[config.mk]
export PLATFORM = sky130hd
export DESIGN_NAME = qsw_top
export DESIGN_NICKNAME = d
export VERILOG_FILES = /design/src/core/qsw_pkg.sv /design/src/core/qsw_chan_if.sv /design/src/core/qsw_chan.sv /design/src/core/qsw_top.sv
export VERILOG_INCLUDE_DIRS = /design/src /design/src/core
export SDC_FILE = /design/constraint.sdc
export NUM_CORES = 1
export LEC_CHECK = 0
export ABC_AREA = 1
export BUFFER_PORTS_ARGS = -buffer_cell sky130_fd_sc_hd__clkbuf_2
export CAP_MARGIN = 20
export CORE_MARGIN = 2
export CORE_UTILIZATION = 35
export DETAILED_ROUTE_END_ITERATION = 7
export GPL_TIMING_DRIVEN = 0
export HOLD_SLACK_MARGIN = 0.05
export SLEW_MARGIN = 25
export SYNTH_ARGS = -nofsm -noshare
export SYNTH_HDL_FRONTEND = slang
export SYNTH_SLANG_ARGS = --single-unit
[constraint.sdc]
create_clock -name clk -period 11.2 [get_ports clk]
set_clock_uncertainty 0.05 [all_clocks]
set_input_delay 2.8 -clock clk [delete_from_list [all_inputs] [get_ports clk]]
set_output_delay 2.8 -clock clk [all_outputs]
set_load 0.005 [all_outputs]
[src/core/qsw_defines.svh]
/*
 Timing constants and reset values for the quad supervisor with watchdog.
 Assumes a 40 MHz clock; all delays become cycle counts of that clock.
*/
`ifndef QSW_DEFINES_SVH
`define QSW_DEFINES_SVH

`define QSW_CLK_HZ          40000000
`define QSW_FIXED_OPEN_MS   20
`define QSW_FIXED_HIGH_MS   300
`define QSW_WDT_MS          600
`define QSW_FIXED_OPEN_CYC  ((`QSW_FIXED_OPEN_MS * (`QSW_CLK_HZ / 1000)))
`define QSW_FIXED_HIGH_CYC  ((`QSW_FIXED_HIGH_MS * (`QSW_CLK_HZ / 1000)))
`define QSW_WDT_CYC         ((`QSW_WDT_MS * (`QSW_CLK_HZ / 1000)))
`define QSW_CNT_W           32
`define QSW_SYNC_RST        1'h1

`endif

[src/core/qsw_pkg.sv]
/*
 Types shared by the supervisor channel and the top module.
 Assumes qsw_defines.svh is on the include path.
*/
`include "qsw_defines.svh"

package qsw_pkg;
	typedef enum logic [1:0] {
		QSW_SEL_OPEN,
		QSW_SEL_HIGH,
		QSW_SEL_CAP
	} qsw_sel_t;

	typedef enum logic {
		QSW_ST_HOLD,
		QSW_ST_RELEASED
	} qsw_chan_st_t;

	typedef enum logic [1:0] {
		QSW_WD_IDLE,
		QSW_WD_RUN,
		QSW_WD_EXPIRED
	} qsw_wd_st_t;
endpackage : qsw_pkg

[src/core/qsw_chan_if.sv]
/*
 Interface between the top module and one supervisor channel.
 Assumes the top drives condition and delay setting, the channel drives its output.
*/
`timescale 1ns/1ps

interface qsw_chan_if;
	import qsw_pkg::*;
	logic                    fault;
	qsw_pkg::qsw_sel_t       sel;
	logic [`QSW_CNT_W-1:0]   prog_cyc;
	logic                    out_n;
	modport top  (output fault, output sel, output prog_cyc, input out_n);
	modport chan (input fault, input sel, input prog_cyc, output out_n);
endinterface : qsw_chan_if

[src/core/qsw_chan.sv]
/*
 One supervisor channel: holds its active-low output while the fault stands,
 then for the selected delay. Assumes fault is already synchronised.
*/
`timescale 1ns/1ps

module qsw_chan (
	input  wire logic  clk,
	input  wire logic  nrst,
	qsw_chan_if.chan   cif
);
	import qsw_pkg::*;

	typedef struct packed {
		qsw_chan_st_t          st;
		logic [`QSW_CNT_W-1:0] cnt;
		logic                  out_n;
	} qsw_chan_state_t;

	qsw_chan_state_t s_r;
	qsw_chan_state_t s_nxt;
	logic [`QSW_CNT_W-1:0] delay_cyc;

	always_comb begin
		case (cif.sel)
			QSW_SEL_OPEN: delay_cyc = `QSW_CNT_W'(`QSW_FIXED_OPEN_CYC);
			QSW_SEL_HIGH: delay_cyc = `QSW_CNT_W'(`QSW_FIXED_HIGH_CYC);
			default:      delay_cyc = (cif.prog_cyc == '0) ? `QSW_CNT_W'(1) : cif.prog_cyc;
		endcase
	end

	always_comb begin
		s_nxt = s_r;
		case (s_r.st)
			QSW_ST_HOLD: begin
				s_nxt.out_n = 1'b0;
				if (cif.fault) begin
					s_nxt.cnt = '0;
				end else if (s_r.cnt + `QSW_CNT_W'(1) >= delay_cyc) begin
					s_nxt.st    = QSW_ST_RELEASED;
					s_nxt.out_n = 1'b1;
				end else begin
					s_nxt.cnt = s_r.cnt + `QSW_CNT_W'(1);
				end
			end
			default: begin
				if (cif.fault) begin
					s_nxt.st    = QSW_ST_HOLD;
					s_nxt.cnt   = '0;
					s_nxt.out_n = 1'b0;
				end
			end
		endcase
	end

	always_ff @(posedge clk or negedge nrst) begin
		if (!nrst) begin
			s_r <= '{st: QSW_ST_HOLD, cnt: '0, out_n: 1'b0};
		end else begin
			s_r <= s_nxt;
		end
	end

	assign cif.out_n = s_r.out_n;
endmodule : qsw_chan

[src/core/qsw_top.sv]
/*
 Quad supply supervisor with watchdog: four delayed reset channels and a
 watchdog timeout output. Assumes digitised comparator flags from analog logic
 and a 40 MHz clock; open-drain drive is done by pads outside.
*/
`timescale 1ns/1ps

// Contract
// - Channels 1 to 3 assert reset while their rail is under threshold.
// - Channel 4 asserts reset while its falling monitor is under threshold.
// - Channel 4 also asserts reset while its rising monitor is over threshold.
// - Low manual hold input asserts channel 1 reset regardless of rail.
// - Open or tied-high delay select chooses a fixed release delay.
// - Capacitor delay select chooses a programmable delay from configured value.
// - Reset outputs are active low, driven low while condition holds.
// - After condition clears, output stays low for delay then releases.
// - Any kick edge restarts watchdog; timing starts at channel 1 release.
// - On watchdog expiry the timeout output is driven low.
// - Without timeout the watchdog output stays released.
// - Watchdog period is nominally 600 ms from release or last kick.
// - Once expired, timeout output stays low regardless of kicks or channel 1 reset; only nrst releases it.
module qsw_top #(
	parameter int unsigned WDT_CYC = `QSW_WDT_CYC
) (
	input  wire logic                   clk,
	input  wire logic                   nrst,
	input  wire logic                   rail_monitor_1,
	input  wire logic                   rail_monitor_2,
	input  wire logic                   rail_monitor_3,
	input  wire logic                   rail_monitor_4_under,
	input  wire logic                   rail_monitor_4_over,
	input  wire logic                   manual_hold_n,
	input  wire logic                   watchdog_kick,
	input  wire qsw_pkg::qsw_sel_t      delay_select_1,
	input  wire qsw_pkg::qsw_sel_t      delay_select_2,
	input  wire qsw_pkg::qsw_sel_t      delay_select_3,
	input  wire qsw_pkg::qsw_sel_t      delay_select_4,
	input  wire logic [`QSW_CNT_W-1:0]  prog_delay_1,
	input  wire logic [`QSW_CNT_W-1:0]  prog_delay_2,
	input  wire logic [`QSW_CNT_W-1:0]  prog_delay_3,
	input  wire logic [`QSW_CNT_W-1:0]  prog_delay_4,
	output logic                        supervisor_out_1_n,
	output logic                        supervisor_out_2_n,
	output logic                        supervisor_out_3_n,
	output logic                        supervisor_out_4_n,
	output logic                        watchdog_expired_n
);
	import qsw_pkg::*;

	localparam int NSYNC = 7;

	typedef struct packed {
		logic [NSYNC-1:0]      sync1;
		logic [NSYNC-1:0]      sync2;
		logic                  kick_d;
		logic                  rel1_d;
		qsw_wd_st_t            wd_st;
		logic [`QSW_CNT_W-1:0] wd_cnt;
		logic [3:0]            out_n;
		logic                  wdo_n;
	} qsw_top_state_t;

	qsw_top_state_t s_r;
	qsw_top_state_t s_nxt;
	logic [NSYNC-1:0] raw_in;
	logic [3:0]       fault;
	logic [3:0]       chan_out_n;
	logic             kick_edge;
	logic             rel1_rise;

	qsw_chan_if cif [4] ();

	assign raw_in = {watchdog_kick, manual_hold_n, rail_monitor_4_over,
		rail_monitor_4_under, rail_monitor_3, rail_monitor_2, rail_monitor_1};

	// Flags are 1 when the comparator trips: under threshold, or over for 4 over
	assign fault[0] = s_r.sync2[0] | ~s_r.sync2[5];
	assign fault[1] = s_r.sync2[1];
	assign fault[2] = s_r.sync2[2];
	assign fault[3] = s_r.sync2[3] | s_r.sync2[4];

	assign cif[0].sel      = delay_select_1;
	assign cif[1].sel      = delay_select_2;
	assign cif[2].sel      = delay_select_3;
	assign cif[3].sel      = delay_select_4;
	assign cif[0].prog_cyc = prog_delay_1;
	assign cif[1].prog_cyc = prog_delay_2;
	assign cif[2].prog_cyc = prog_delay_3;
	assign cif[3].prog_cyc = prog_delay_4;

	genvar gi;
	generate
		for (gi = 0; gi < 4; gi++) begin : g_chan
			assign cif[gi].fault = fault[gi];
			assign chan_out_n[gi] = cif[gi].out_n;
			qsw_chan u_chan (
				.clk  (clk),
				.nrst (nrst),
				.cif  (cif[gi])
			);
		end
	endgenerate

	assign kick_edge = s_r.sync2[6] ^ s_r.kick_d;
	assign rel1_rise = chan_out_n[0] & ~s_r.rel1_d;

	always_comb begin
		s_nxt        = s_r;
		s_nxt.sync1  = raw_in;
		s_nxt.sync2  = s_r.sync1;
		s_nxt.kick_d = s_r.sync2[6];
		s_nxt.rel1_d = chan_out_n[0];
		s_nxt.out_n  = chan_out_n;
		case (s_r.wd_st)
			QSW_WD_IDLE: begin
				s_nxt.wdo_n = 1'b1;
				if (rel1_rise) begin
					s_nxt.wd_st  = QSW_WD_RUN;
					s_nxt.wd_cnt = '0;
				end
			end
			QSW_WD_RUN: begin
				if (!chan_out_n[0]) begin
					s_nxt.wd_st = QSW_WD_IDLE;
				end else if (kick_edge) begin
					s_nxt.wd_cnt = '0;
				end else if (s_r.wd_cnt + `QSW_CNT_W'(1) >= `QSW_CNT_W'(WDT_CYC)) begin
					s_nxt.wd_st = QSW_WD_EXPIRED;
					s_nxt.wdo_n = 1'b0;
				end else begin
					s_nxt.wd_cnt = s_r.wd_cnt + `QSW_CNT_W'(1);
				end
			end
			default: begin
				s_nxt.wdo_n = 1'b0;
			end
		endcase
	end

	always_ff @(posedge clk or negedge nrst) begin
		if (!nrst) begin
			// Manual hold stages start at its idle high level, so no false hold follows reset
			s_r <= '{sync1: 7'h20, sync2: 7'h20, kick_d: 1'b0, rel1_d: 1'b0,
				wd_st: QSW_WD_IDLE, wd_cnt: '0, out_n: 4'h0, wdo_n: 1'b1};
		end else begin
			s_r <= s_nxt;
		end
	end

	assign supervisor_out_1_n = s_r.out_n[0];
	assign supervisor_out_2_n = s_r.out_n[1];
	assign supervisor_out_3_n = s_r.out_n[2];
	assign supervisor_out_4_n = s_r.out_n[3];
	assign watchdog_expired_n = s_r.wdo_n;
endmodule : qsw_top
Word level (Yosys, flattened, before mapping)
Index checks and enable logic that the tools add are counted.
W data, S select, Z words.
{"block": "op_classes", "add_sub_neg": 5, "magnitude_cmp": 5, "n_eq_ne": 20, "muxes": 44, "bitwise": 6, "reduce_logical": 17}
{"op": "$mux W32", "n": 15}
{"op": "$mux W34", "n": 9}
{"op": "$pmux W32 S2", "n": 4}
{"op": "$add A32 B1 Y32 const B", "n": 5}
{"op": "$ge A32 B32 Y1", "n": 4}
{"op": "$logic_not A32 Y1", "n": 4}
{"op": "$pmux W34 S2", "n": 1}
{"op": "$ge A32 B25 Y1 const B", "n": 1}
{"op": "$ne A2 B2 Y1 const B", "n": 11}
{"op": "$mux W1", "n": 11}
{"op": "$eq A2 B1 Y1 const B", "n": 5}
{"op": "$logic_not A2 Y1", "n": 5}
{"op": "$ne A3 B3 Y1 const B", "n": 3}
{"op": "$reduce_and A2 Y1", "n": 4}
{"op": "$reduce_and A4 Y1", "n": 2}
{"op": "$mux W2", "n": 3}
{"op": "$reduce_and A3 Y1", "n": 1}
{"op": "$ne A2 B1 Y1 const B", "n": 1}
{"op": "$not A1 Y1", "n": 2}
{"op": "$or A1 B1 Y1", "n": 2}
{"op": "$pmux W1 S2", "n": 1}
{"op": "$reduce_bool A2 Y1", "n": 1}
{"op": "$and A1 B1 Y1", "n": 1}
{"op": "$xor A1 B1 Y1", "n": 1}
{"block": "word_totals", "register_bits": 191, "inputBits": 145, "output_inout_bits": 5, "wordCells": 117}

Longest topological paths before layout
{"block": "depth", "depth_word": 7, "mapped_depth": 24, "mapped_depth_nobuf": 23}

Cells and area by module
Synthesis repeated with hierarchy kept, for this count alone.
{"block": "hier_totals", "hier_cells": 2500, "area_unflattened_um2": 16427.0}
{"module": "qsw_chan at g_chan[0].u_chan ...", "n_inst": 2, "cells_each": 508, "area_per_inst_um2": 3338.2, "seq_area_each_um2": 850.8}
{"module": "qsw_chan at g_chan[3].u_chan", "n_inst": 1, "cells_each": 535, "area_per_inst_um2": 3335.7, "seq_area_each_um2": 850.8}
{"module": "qsw_chan at g_chan[2].u_chan", "n_inst": 1, "cells_each": 497, "area_per_inst_um2": 3281.9, "seq_area_each_um2": 850.8}
{"module": "qsw_top", "n_inst": 1, "cells_each": 452, "area_per_inst_um2": 3133.0, "seq_area_each_um2": 1355.0}

Least setup slack after synthesis
No wires, ideal clock.
{"block": "synth_path", "path_kind": "input -> register", "start": "input port delay_select_3[1]", "end": "register g_chan[2].u_chan.s_r[16] (netlist name)", "setup_ps": 131, "arrival_ps": 5149, "required_ps": 11019, "path_slack_ps": 5870, "path_stages": 15, "n_path_buf": 4, "path_cell_list": "clkbuf_1 > buf_1 > nand2_1 > ha_1 > nand3_1 > nor3_1 > nand3_1 > nor4_1 > nand4_1 > nand3_2 > nand2_1 > nand2_1 > buf_2 > clkbuf_1 > o21ai_0"}
{"block": "synth_via", "elab_chain_cells": 5, "elab_cells_between_ends": 6, "classes_between": "1 x order compare; 2 x eq/ne; 1 x mux; 2 x reduce/logical"}
{"item": "start: declaration", "line": "qsw_top.sv:36", "text": "input wire qsw_pkg::qsw_sel_t delay_select_3,"}
{"item": "$eq A2 B1 Y1 or $logic_not A2 Y1 (tied branches)", "line": "qsw_chan.sv:25", "text": "case (cif.sel)"}
{"item": "$pmux W32 S2 *", "line": "qsw_chan.sv:25"}
{"item": "$ge A32 B32 Y1 *", "line": "qsw_chan.sv:39", "text": "end else if (s_r.cnt + `QSW_CNT_W'(1) >= delay_cyc) begin"}
{"item": "$ne A2 B2 Y1 (no line) *"}
{"item": "$reduce_and A2 Y1 (no line) *"}
{"item": "end signal: assignment", "line": "qsw_chan.sv:58", "text": "s_r <= '{st: QSW_ST_HOLD, cnt: '0, out_n: 1'b0};"}
{"item": "end signal: assignment", "line": "qsw_chan.sv:60", "text": "s_r <= s_nxt;"}
{"item": "end: declaration", "line": "qsw_chan.sv:20", "text": "qsw_chan_state_t s_r;"}
Mark *: on every way between the ends. The rest lies on a longest branch, timed or not.
A chain may end at the register's enable or synchronous reset.

Final worst setup path
{"block": "layout_path", "start": "input port delay_select_1[1]", "end": "register g_chan[0].u_chan.s_r[27] (netlist name)"}
{"block": "layout_via", "elab_chain_cells": 5, "elab_cells_between_ends": 6, "classes_between": "1 x order compare; 2 x eq/ne; 1 x mux; 2 x reduce/logical"}
{"item": "start: declaration", "line": "qsw_top.sv:34", "text": "input wire qsw_pkg::qsw_sel_t delay_select_1,"}
{"item": "$eq A2 B1 Y1 or $logic_not A2 Y1 (tied branches)", "line": "qsw_chan.sv:25"}
{"item": "$pmux W32 S2 *", "line": "qsw_chan.sv:25"}
{"item": "$ge A32 B32 Y1 *", "line": "qsw_chan.sv:39"}
{"item": "$ne A2 B2 Y1 (no line) *"}
{"item": "$reduce_and A2 Y1 (no line) *"}
{"item": "end signal: assignment", "line": "qsw_chan.sv:58"}
{"item": "end signal: assignment", "line": "qsw_chan.sv:60"}
{"item": "end: declaration", "line": "qsw_chan.sv:20"}
Marks and branches as above.

==> results.toml <==
[cts]
clk_pin_slew_worst_paths_ns = 0.07
clock-sinks = 190
cts_root_buf = "clkbuf_16"
tritoncts = "done"
post-cts-setup-buffer-count = 0
clockBufferDepth = 2
clock_latency_ns = 0.48
hold_buffers = 0
cts_resized = 0
cts_made_buffers = 17
h-tree-depth = 4

[sta]
period_needed_ns = 6.04
finalSetupViolCount = 0
max_freq_ghz = 0.166
relSlewSlack_pct = 38.8
hold_ws_ns = 0.305
layout_setup_ws_ns = 5.16
final.period_utilization_pct = 53.9
worst_pin_slew_ns = 0.912
tns_ns = 0
finalHoldViolations = 0
slew_viol_final = 0
rsz0062_at_grt = "false"

[power]
power_per_cell_area_nw_per_um2 = 85.0
p_comb_share_pct = 9.9
pwr-share-clk_pct = 42.5
switching_share_pct = 27.3
p_switching_mw = 0.399
peakVddDrop_v = 0.000110
seqPwrFrac_pct = 47.6
internal-power_mw = 1.06
p_leak_nw = 8.76

[detailed_routing]
first_pass_iters = 5
vias_per_cell = 4.98
wl_per_cell_um = 13.8
postRouteAntennaNets = 0
first_iter_violations = 799
wl_um = 39900
route.detailed.drc = 0
vias = 14424

[setup_path]
critPathMaxFanout = 10
worstSetupStartpointType = "input port"
crit_family = "simple AND/OR/NAND/NOR gates"
path_cells = "clkbuf_2 > clkbuf_1 > clkbuf_1 > nand2_1 > ha_1 > nand3_1 > nor3_1 > nand3_1 > nor4_1 > nand4_1 > nand3_1 > nand2_1 > nand2_1 > clkbuf_1 > o21ai_0"
crit_buf_inv = 4
endpoint_kind = "flop"
crit_slowest_cell = "nor4_1"
worst-setup-path-type = "in -> reg"
critical_path_arrival_ns = 6.32
critPathMaxStageDelay_ns = 0.56
required_ns = 11.48

[grt]
antenna_found_initial = 0
grt_usage_pct = 18.8
grt-ovfl-total = 0
grt_max_degree = 79
grt_pass1_vias = 13831
grt_pass1_wl_um = 67800

[final_layout]
layout_commonest_cell = "nand2_1"
final_nets = 2615
final_util_pct = 40.1
antenna_cells = 0
fill_cells = 4561
final_cell_mix = "nand2_1, inv_1, nor2_1"
syn_to_final_growth_pct = 13.7
design_area_um2 = 17200
layout-drive-gt1-share_pct = 9.70

[yosys]
yosysUniqueCellTypes = 45
ys_async_sr_fraction_pct = 100
synth_edf_count = 0
syn_inst = 2167
ys_seq_area_share_pct = 31.5
synth_top_area_share_pct = 31.0
yosysWarnings = 0
synth_area_um2 = 15100
synth_area_per_cell_um2 = 6.97
yosys.area.top_type = "dfrtp_1"
ys.flop_type = "dfrtp_1"
netlist_top_cells_area = "dfrtp_1, nand2_1, ha_1"
syn_nets = 2445
ys_seq_elements = 190

[die]
die_x_um = 212
start_util_pct = 35.3
die_y_um = 212
rows = 76
coreArea_um2 = 42800
die_area_um2 = 44800
ios = 150

[placed_design]
post_dp_cell_area_um2 = 16600
io_buffers = 149
place_congestion = 0.928
pre_cts_ws_ns = 4.64
place_hpwl_um = 32300

[flow_run]
cap_violations = 0

[worst_hold_path]
min_path_type = "reg -> reg"

[status]
outcome = "finished clean"
==> stage by stage <==
step,total power [mW],std cells
3_5_place_dp,0.855,2864
2_1_floorplan,0.782,2167
5_1_grt,1.54,2896
4_1_cts,1.49,2896
3_3_place_gp,0.847,2862
6_report,1.46,2896
==> final timing paths <==
check / from / end / slack, ns / cells after the start
max: delay_select_1[1] / g_chan[0].u_chan.s_r[27]$_DFFE_PN0P_ / 5.16 / 15
min: s_nxt[43]$_DFF_PN0_ / cif[2].fault$_DFF_PN0_ / 0.30 / 0
max reg2reg: g_chan[0].u_chan.s_r[1]$_DFFE_PN0P_ / g_chan[0].u_chan.s_r[27]$_DFFE_PN0P_ / 6.36 / 21
min reg2reg: s_nxt[43]$_DFF_PN0_ / cif[2].fault$_DFF_PN0_ / 0.30 / 0
max in group asynchronous: nrst / watchdog_expired_n$_DFFE_PN1P_ / 8.20 / 2
min in group asynchronous: nrst / g_chan[1].u_chan.s_r[12]$_DFFE_PN0P_ / 2.19 / 1
==> metal layers <==
layer  wire (um)  GRT usage (%)  up-vias  share of wire (%)
met5           0              0        -                  0
met4         561           4.57        0                1.4
met3        1640           3.74       40                4.1
met2       18700           30.9      232                 47
met1       19000           25.4     6676                 48
li1            -              -     7476                  -
==> area by class of cell <==
| cell class | instances | area (um^2) | area share, % |
|---|---|---|---|
| tap | 546 | 683 | 3.98 |
| multi-input combinational | 1694 | 9250 | 53.8 |
| sequential | 190 | 4760 | 27.7 |
| inverter | 233 | 875 | 5.09 |
| timing repair buffer | 151 | 810 | 4.71 |
| clock buffer | 18 | 429 | 2.50 |
| clock inverter | 14 | 153 | 0.889 |
| buffer | 50 | 218 | 1.27 |
==> flip-flops by register name, indices dropped and copies added, names as in the netlist, 2 cells and up <==
register,count
g_chan.u_chan.s_r,132
s_r,39
s_nxt,8
g_chan.u_chan.cif.out_n,4
cif.fault,2
==> Yosys cell counts (all sizes together), types with 4 or more instances <==
master and n:
nand4 52, xor2 93, ha 133, buf 10, nor4 49, nand3 145
inv 229, o21ai 112, dfrtp 187, a21oi 103, nor2 209, o31ai 13
xnor2 28, clkinv 4, nand2 687, o211ai 7, nor3 41, clkbuf 40
==> power by group through the flow <==
stage / Clock [mW] / Combinational [mW] / Sequential [mW]
6_report: 0.620 / 0.145 / 0.695
3_5_place_dp: 0 / 0.146 / 0.708
4_1_cts: 0.646 / 0.147 / 0.695
2_1_floorplan: 0 / 0.0740 / 0.708
5_1_grt: 0.675 / 0.169 / 0.696
3_3_place_gp: 0 / 0.139 / 0.709
==> cells by family (layout without fill, tap and decap cells) <==
logic type	Yosys count	count (layout)	share of synthesized area (%)
DFF	190	190	31.5
xor gates and xnor gates	121	121	7.02
buffers and inverters	283	466	7.24
and+or+nand+nor	1191	1191	34.3
AOI/OAI and AO/OA	249	249	8.89
adders and majority gates	133	133	11.0
No activity file was read; power rests on OpenSTA's default activity.
